$ cat src/updown_timer_pkg.sv
package updown_timer_pkg;

   // Register addresses on the plain register port
   localparam logic [3:0] ADDR_CONTROL  = 4'h0;
   localparam logic [3:0] ADDR_MODE     = 4'h1;
   localparam logic [3:0] ADDR_CNT_LO   = 4'h2;
   localparam logic [3:0] ADDR_CNT_HI   = 4'h3;
   localparam logic [3:0] ADDR_CAP_LO   = 4'h4;
   localparam logic [3:0] ADDR_CAP_HI   = 4'h5;
   localparam logic [3:0] ADDR_IRQ_STAT = 4'h6;
   localparam logic [3:0] ADDR_IRQ_MASK = 4'h7;

   // Control register bit positions
   localparam int CTL_CAP_RELOAD = 0;
   localparam int CTL_CLK_SRC    = 1;
   localparam int CTL_RUN        = 2;
   localparam int CTL_EXT_TRIG   = 3;
   localparam int CTL_TX_RATE    = 4;
   localparam int CTL_RX_RATE    = 5;
   localparam int CTL_EXT_FLAG   = 6;
   localparam int CTL_OVF_FLAG   = 7;

   // Mode register bit positions
   localparam int MOD_UPDOWN     = 0;
   localparam int MOD_FAST_PRE   = 1;
   localparam int MOD_CAP_CLEAR  = 3;

   // Interrupt status and mask bit positions
   localparam int IRQ_OVF        = 0;
   localparam int IRQ_EXT        = 1;

   // Reset values and count constants
   localparam logic [7:0]  CONTROL_RST = 8'h00;
   localparam logic [7:0]  MODE_RST    = 8'h00;
   localparam logic [15:0] COUNT_MAX   = 16'hffff;
   localparam logic [15:0] COUNT_ZERO  = 16'h0000;
   localparam int          PRESCALE_SLOW = 12;
   localparam int          PRESCALE_FAST = 4;

   typedef enum {
      MODE_CAPTURE,
      MODE_RELOAD_UP,
      MODE_RELOAD_UPDOWN,
      MODE_RATE_GEN
   } timer_mode_type;

   // Register port request
   typedef struct packed {
      logic [3:0] addr;
      logic [7:0] wdata;
      logic       wr;
      logic       rd;
   } reg_req_type;

endpackage

$ cat src/updown_capture_reload_timer.sv
`timescale 1ns/100ps
module updown_capture_reload_timer (
   input  wire logic       i_clk,
   input  wire logic       i_rst_b,
   input  wire logic [3:0] i_addr,
   input  wire logic [7:0] i_wdata,
   input  wire logic       i_wr,
   input  wire logic       i_rd,
   input  wire logic       i_ext_count_pin,
   input  wire logic       i_trigger_direction_pin,
   output logic      [7:0] o_rdata,
   output logic            o_irq,
   output logic            o_rate_overflow
);

   updown_timer_pkg::reg_req_type req;
   assign req = '{addr: i_addr, wdata: i_wdata, wr: i_wr, rd: i_rd};

   // Two-flop synchronisers for both pins, then one history flop
   logic [1:0] cnt_sync_reg;
   logic [1:0] trg_sync_reg;
   logic       cnt_last_reg;
   logic       trg_last_reg;

   always_ff @(posedge i_clk or negedge i_rst_b) begin
      if (!i_rst_b) begin
         cnt_sync_reg <= 2'h3;
         trg_sync_reg <= 2'h3;
         cnt_last_reg <= 1'b1;
         trg_last_reg <= 1'b1;
      end else begin
         cnt_sync_reg <= {cnt_sync_reg[0], i_ext_count_pin};
         trg_sync_reg <= {trg_sync_reg[0], i_trigger_direction_pin};
         cnt_last_reg <= cnt_sync_reg[1];
         trg_last_reg <= trg_sync_reg[1];
      end
   end

   logic cnt_fall;
   logic trg_fall;
   logic trg_level;
   assign cnt_fall  = cnt_last_reg & ~cnt_sync_reg[1];
   assign trg_fall  = trg_last_reg & ~trg_sync_reg[1];
   assign trg_level = trg_sync_reg[1];

   // Registers
   logic [7:0]  timer_control_reg;
   logic [7:0]  timer_control_next;
   logic [7:0]  timer_mode_reg;
   logic [7:0]  timer_mode_next;
   logic [15:0] count_reg;
   logic [15:0] count_next;
   logic [15:0] capture_reg;
   logic [15:0] capture_next;
   logic [1:0]  irq_stat_reg;
   logic [1:0]  irq_stat_next;
   logic [1:0]  irq_mask_reg;
   logic [1:0]  irq_mask_next;
   logic [3:0]  pre_reg;
   logic [3:0]  pre_next;
   logic [7:0]  rdata_next;
   logic        rate_ovf_next;

   logic run;
   logic clk_src;
   logic cap_sel;
   logic ext_en;
   logic updown;
   logic cap_clr;
   assign run     = timer_control_reg[updown_timer_pkg::CTL_RUN];
   assign clk_src = timer_control_reg[updown_timer_pkg::CTL_CLK_SRC];
   assign cap_sel = timer_control_reg[updown_timer_pkg::CTL_CAP_RELOAD];
   assign ext_en  = timer_control_reg[updown_timer_pkg::CTL_EXT_TRIG];
   assign updown  = timer_mode_reg[updown_timer_pkg::MOD_UPDOWN];
   assign cap_clr = timer_mode_reg[updown_timer_pkg::MOD_CAP_CLEAR];

   // Mode decode; rate select wins over capture select
   updown_timer_pkg::timer_mode_type mode;
   always_comb begin
      if (timer_control_reg[updown_timer_pkg::CTL_TX_RATE] |
          timer_control_reg[updown_timer_pkg::CTL_RX_RATE]) begin
         mode = updown_timer_pkg::MODE_RATE_GEN;
      end else if (cap_sel) begin
         mode = updown_timer_pkg::MODE_CAPTURE;
      end else if (updown) begin
         mode = updown_timer_pkg::MODE_RELOAD_UPDOWN;
      end else begin
         mode = updown_timer_pkg::MODE_RELOAD_UP;
      end
   end

   // Prescaler by 12 or 4; tick is one-cycle enable
   logic [3:0] pre_top;
   logic       pre_tick;
   logic       tick;
   assign pre_top = timer_mode_reg[updown_timer_pkg::MOD_FAST_PRE] ?
                    4'(updown_timer_pkg::PRESCALE_FAST - 1) :
                    4'(updown_timer_pkg::PRESCALE_SLOW - 1);
   assign pre_tick = (pre_reg >= pre_top);
   always_comb begin
      pre_next = pre_tick ? 4'h0 : pre_reg + 4'h1;
   end
   assign tick = run & (clk_src ? cnt_fall : pre_tick);

   logic wr_ctl;
   logic wr_stat;
   assign wr_ctl  = req.wr & (req.addr == updown_timer_pkg::ADDR_CONTROL);
   assign wr_stat = req.wr & (req.addr == updown_timer_pkg::ADDR_IRQ_STAT);

   // Counter, capture and flag next-state
   logic set_ovf;
   logic set_ext;
   logic tog_ext;
   logic ext_irq_ok;
   always_comb begin
      count_next    = count_reg;
      capture_next  = capture_reg;
      set_ovf       = 1'b0;
      set_ext       = 1'b0;
      tog_ext       = 1'b0;
      rate_ovf_next = 1'b0;
      ext_irq_ok    = 1'b1;
      case (mode)
         updown_timer_pkg::MODE_CAPTURE: begin
            if (tick) begin
               count_next = count_reg + 16'h0001;
               set_ovf = (count_reg == updown_timer_pkg::COUNT_MAX);
            end
            if (ext_en && trg_fall) begin
               capture_next = count_reg;
               set_ext = 1'b1;
               if (cap_clr) begin
                  count_next = updown_timer_pkg::COUNT_ZERO;
               end
            end
         end
         updown_timer_pkg::MODE_RELOAD_UP: begin
            if (ext_en && trg_fall) begin
               count_next = capture_reg;
               set_ext = 1'b1;
            end else if (tick) begin
               if (count_reg == updown_timer_pkg::COUNT_MAX) begin
                  count_next = capture_reg;
                  set_ovf = 1'b1;
               end else begin
                  count_next = count_reg + 16'h0001;
               end
            end
         end
         updown_timer_pkg::MODE_RELOAD_UPDOWN: begin
            ext_irq_ok = 1'b0;
            if (tick) begin
               if (trg_level) begin
                  if (count_reg == updown_timer_pkg::COUNT_MAX) begin
                     count_next = capture_reg;
                     set_ovf = 1'b1;
                     tog_ext = 1'b1;
                  end else begin
                     count_next = count_reg + 16'h0001;
                  end
               end else if (count_reg == capture_reg) begin
                  count_next = updown_timer_pkg::COUNT_MAX;
                  set_ovf = 1'b1;
                  tog_ext = 1'b1;
               end else begin
                  count_next = count_reg - 16'h0001;
               end
            end
         end
         updown_timer_pkg::MODE_RATE_GEN: begin
            if (tick) begin
               if (count_reg == updown_timer_pkg::COUNT_MAX) begin
                  count_next = capture_reg;
                  rate_ovf_next = 1'b1;
               end else begin
                  count_next = count_reg + 16'h0001;
               end
            end
            set_ext = ext_en & trg_fall;
         end
         default: begin
            count_next = count_reg;
         end
      endcase
      // Software writes to count or capture bytes when no tick, even on a trigger edge
      if (req.wr && !tick) begin
         case (req.addr)
            updown_timer_pkg::ADDR_CNT_LO: count_next[7:0]    = req.wdata;
            updown_timer_pkg::ADDR_CNT_HI: count_next[15:8]   = req.wdata;
            updown_timer_pkg::ADDR_CAP_LO: capture_next[7:0]  = req.wdata;
            updown_timer_pkg::ADDR_CAP_HI: capture_next[15:8] = req.wdata;
            default: ;
         endcase
      end
   end

   // Control, mode, status, mask next-state; hardware set beats clear
   logic ovf_now;
   logic ext_now;
   always_comb begin
      timer_control_next = timer_control_reg;
      timer_mode_next    = timer_mode_reg;
      irq_mask_next      = irq_mask_reg;
      irq_stat_next      = irq_stat_reg;
      if (wr_ctl) begin
         timer_control_next = req.wdata;
      end
      if (req.wr && req.addr == updown_timer_pkg::ADDR_MODE) begin
         timer_mode_next = req.wdata;
      end
      if (req.wr && req.addr == updown_timer_pkg::ADDR_IRQ_MASK) begin
         irq_mask_next = req.wdata[1:0];
      end
      if (wr_stat) begin
         irq_stat_next = irq_stat_reg & ~req.wdata[1:0];
      end
      ovf_now = timer_control_reg[updown_timer_pkg::CTL_OVF_FLAG];
      ext_now = timer_control_reg[updown_timer_pkg::CTL_EXT_FLAG];
      // Flags persist until software clears them; EXF also toggles on up/down reloads
      if (set_ovf) begin
         timer_control_next[updown_timer_pkg::CTL_OVF_FLAG] = 1'b1;
         irq_stat_next[updown_timer_pkg::IRQ_OVF] = 1'b1;
      end
      if (set_ext) begin
         timer_control_next[updown_timer_pkg::CTL_EXT_FLAG] = 1'b1;
         if (ext_irq_ok) begin
            irq_stat_next[updown_timer_pkg::IRQ_EXT] = 1'b1;
         end
      end else if (tog_ext) begin
         timer_control_next[updown_timer_pkg::CTL_EXT_FLAG] = ~ext_now;
      end
      if (!set_ovf && !wr_ctl) begin
         timer_control_next[updown_timer_pkg::CTL_OVF_FLAG] = ovf_now;
      end
   end

   // Read mux, data valid the cycle after the strobe
   always_comb begin
      rdata_next = 8'h00;
      if (req.rd) begin
         case (req.addr)
            updown_timer_pkg::ADDR_CONTROL:  rdata_next = timer_control_reg;
            updown_timer_pkg::ADDR_MODE:     rdata_next = timer_mode_reg;
            updown_timer_pkg::ADDR_CNT_LO:   rdata_next = count_reg[7:0];
            updown_timer_pkg::ADDR_CNT_HI:   rdata_next = count_reg[15:8];
            updown_timer_pkg::ADDR_CAP_LO:   rdata_next = capture_reg[7:0];
            updown_timer_pkg::ADDR_CAP_HI:   rdata_next = capture_reg[15:8];
            updown_timer_pkg::ADDR_IRQ_STAT: rdata_next = {6'h00, irq_stat_reg};
            updown_timer_pkg::ADDR_IRQ_MASK: rdata_next = {6'h00, irq_mask_reg};
            default:                         rdata_next = 8'h00;
         endcase
      end
   end

   // State registers
   always_ff @(posedge i_clk or negedge i_rst_b) begin
      if (!i_rst_b) begin
         timer_control_reg <= updown_timer_pkg::CONTROL_RST;
         timer_mode_reg    <= updown_timer_pkg::MODE_RST;
         count_reg         <= updown_timer_pkg::COUNT_ZERO;
         capture_reg       <= updown_timer_pkg::COUNT_ZERO;
         irq_stat_reg      <= 2'h0;
         irq_mask_reg      <= 2'h0;
         pre_reg           <= 4'h0;
         o_rdata           <= 8'h00;
         o_rate_overflow   <= 1'b0;
      end else begin
         timer_control_reg <= timer_control_next;
         timer_mode_reg    <= timer_mode_next;
         count_reg         <= count_next;
         capture_reg       <= capture_next;
         irq_stat_reg      <= irq_stat_next;
         irq_mask_reg      <= irq_mask_next;
         pre_reg           <= pre_next;
         o_rdata           <= rdata_next;
         o_rate_overflow   <= rate_ovf_next;
      end
   end

   // Level interrupt from unmasked sticky bits
   assign o_irq = |(irq_stat_reg & irq_mask_reg);
endmodule

$ cat config.mk
export PLATFORM = sky130hd
export DESIGN_NAME = updown_capture_reload_timer
export DESIGN_NICKNAME = d
export VERILOG_FILES = /design/src/updown_timer_pkg.sv /design/src/updown_capture_reload_timer.sv
export SDC_FILE = /design/constraint.sdc
export NUM_CORES = 1
export LEC_CHECK = 0
export BUFFER_PORTS_ARGS = -buffer_cell sky130_fd_sc_hd__buf_2
export CORE_MARGIN = 5
export CORE_UTILIZATION = 30
export DETAILED_ROUTE_END_ITERATION = 8
export GPL_ROUTABILITY_DRIVEN = 0
export PLACE_DENSITY = 0.59
export SLEW_MARGIN = 40
export SYNTH_ARGS = -nofsm -noshare
export SYNTH_HDL_FRONTEND = slang
export SYNTH_SLANG_ARGS = --single-unit
$ cat constraint.sdc
create_clock -name i_clk -period 3.31 [get_ports i_clk]
set_clock_uncertainty 0.15 [all_clocks]
set_input_delay 0.4965 -clock i_clk [delete_from_list [all_inputs] [get_ports i_clk]]
set_output_delay 0.4965 -clock i_clk [all_outputs]
set_load 0.005 [all_outputs]
==> impl_metrics.tcl <==
set metrics [dict create \
    postCtsSetupRepairBufs 0 \
    synth_seq_cells 71 \
    clock_path_buffers 2 \
    cts_hold_buf 0 \
    start_util 0.305 \
    r2r_start "count_reg[6]" \
    hold_path_class "primary input to asynchronous set/reset pin" \
    drt_iter0_drc 655 \
    synth_flop_cell "dfrtp_1" \
    cts_buffers 9 \
    route.detailed.drc 0 \
    ios 28 \
    cap_violations 0 \
    regToRegEndpoint "count_reg[15]" \
    grt_antenna_before_repair 0 \
    fin_crit_sh 0.945 \
    antenna_cells 0 \
    die_h_um 143 \
    tightest_slew_ps 750 \
    fp.dieW_um 143 \
    synth_nets 672 \
    htree_levels 3 \
    core_area_sq_mm 0.0173 \
    firstDrtPassIters 6 \
    drv_slew 0 \
    clock.fmax_mhz 320 \
    ys_seq_area_frac 0.338 \
    startpoint_type "flop" \
    post_drt_via_cell_ratio 5.95 \
    grt_usage 0.195 \
    rsz0062_at_grt "no" \
    grt_max_degree 72 \
    critPathCaptureType "flop" \
    routed_wl_um 19400 \
    critical_path_class "flop to flop" \
    layout_min_cycle_time_ps 3130 \
    fin_util 0.356 \
    grt_pass1_wl_um 30400 \
    grt_overflow 0 \
    drive_above_1_share 0.183 \
    setup_viol 0 \
    clkTransAtPathRegs_ps 70 \
    vias 5407 \
    rrSetupSlack_ps 180 \
    critPathMaxFanout 3 \
    wire_per_inst_um 21.3 \
    die_area_sq_mm 0.0203 \
    placed_cell_area_sq_mm 0.00582 \
    clockRootBuffer "clkbuf_16" \
    design_area_sq_mm 0.00615 \
    ir_drop_v 0.000349 \
    ys_warn_count 0 \
    insertion_delay_ps 350 \
    ys_async_sr_fraction 1.00 \
    critPathLaunch "count_reg[6]" \
    synth.distinct_cells 70 \
    syn_area_per_cell_sq_um 8.12 \
    synth_edf_count 0 \
    fin_tns_setup_ps 0 \
    area_growth_pct 16.6 \
    p_per_area_mw_per_mm2 781 \
    portBuffers 27 \
    rows 48 \
    cts_num_sinks 71 \
    stdcell_count 908 \
    reg2reg_depth 7 \
    cts_tree "yes" \
    status "finished, final reports clean" \
    dp.cells 892 \
    grt_pass1_vias 5252 \
    post_cts_resized 0 \
    cp.required_ps 3390 \
    ant_nets 0 \
    nets 700 \
    relSlewSlack 0.495 \
    arrival_ps 3210 \
    synth.cell_area_sq_mm 0.00528 \
    p_leak_nw 2.57 \
    dp_hpwl_um 13700 \
    crit_end "count_reg[15]" \
    fill_cells 1825 \
    final_hold_viol_count 0 \
    synth_cells 650 \
]
## synth_stat cells (all sizes together), types with 13 or more instances
library cell / count / area [sq um]
a21oi: 65 / 325
a31oi: 14 / 87.6
clkbuf: 44 / 165
dfrtp: 65 / 1630
mux2: 18 / 206
mux2i: 22 / 220
nand2: 54 / 203
nand3: 33 / 165
nor2: 84 / 315
nor3: 13 / 65.1
o21ai: 37 / 185
xor2: 25 / 219
## through the flow
stage	power, mW	setup slack (ps)	hold WS (ps)
global placement	3.66	208	196
finish	4.81	181	14.9
detailed placement	3.66	199	198
floorplan	2.89	81.5	50.9
global route	5.08	49.6	67.3
CTS	4.76	191	45.0
## cell usage in the layout (no fill, tap or decap), types with 4 or more instances in the layout
cell type / count
buf_4: 41
a31oi_1: 14
dfstp_2: 6
buf_2: 26
dfrtp_1: 65
mux2i_1: 22
inv_1: 10
mux2_2: 17
nor2_1: 84
nand2_1: 54
xnor2_1: 11
nand4_1: 9
nand3_1: 33
ha_1: 4
a211oi_1: 6
nand2b_1: 6
xor2_1: 25
o22ai_1: 6
and2_1: 7
o21ai_0: 37
a221oi_1: 12
nor4_1: 9
clkbuf_16: 9
a21oi_1: 65
or3_1: 8
nor3_1: 13
and3_1: 4
## kinds of logic (layout without fill, tap and decap cells)
family,after synthesis,after routing,synth area share
buf+inv,61,94,0.0451
simple gates,250,250,0.229
flops,71,71,0.338
xor+xnor,36,36,0.0598
compound gates,185,185,0.225
fa+ha+maj,4,4,0.00949
mux,43,43,0.0937
## where the power goes
group	switching [mW]	leakage, nW	internal [mW]
Combinational	1.23	1.56	0.879
Clock	0.413	0.157	0.669
Sequential	0.476	0.850	1.15
## layout make-up
class | instances | area, sq um | share of cell area
tap | 225 | 282 | 0.0458
clock inverter | 7 | 103 | 0.0167
multi-input combinational | 518 | 3270 | 0.532
inverter | 10 | 37.5 | 0.00610
sequential | 71 | 1780 | 0.290
clock buffer | 9 | 225 | 0.0366
timing repair buffer | 68 | 449 | 0.0730
## how the worst min path moves through the flow
stage	to
final	pre_reg[3]
after global placement	cnt_sync_reg[1]
after detailed placement	trg_sync_reg[1]
after CTS	pre_reg[0]
after floorplan	capture_reg[0]
after global routing	pre_reg[3]
## critical path, cell delays in order, from the launching register on
cell,delay (ps)
dfrtp_1,370
or4_4,550
or4b_1,510
or4b_4,540
or3_1,340
mux2_4,310
o221ai_2,150
a21oi_1,90
## per-layer routing
| layer | GRT usage | wire length, um | vias to the layer above |
|---|---|---|---|
| met3 | 0.0491 | 2000 | 64 |
| met4 | 0.107 | 898 | 0 |
| met1 | 0.257 | 8050 | 2563 |
| met5 | 0 | 0 | - |
| li1 | - | - | 2451 |
| met2 | 0.291 | 8440 | 329 |
(Power assumes the default switching activity.)
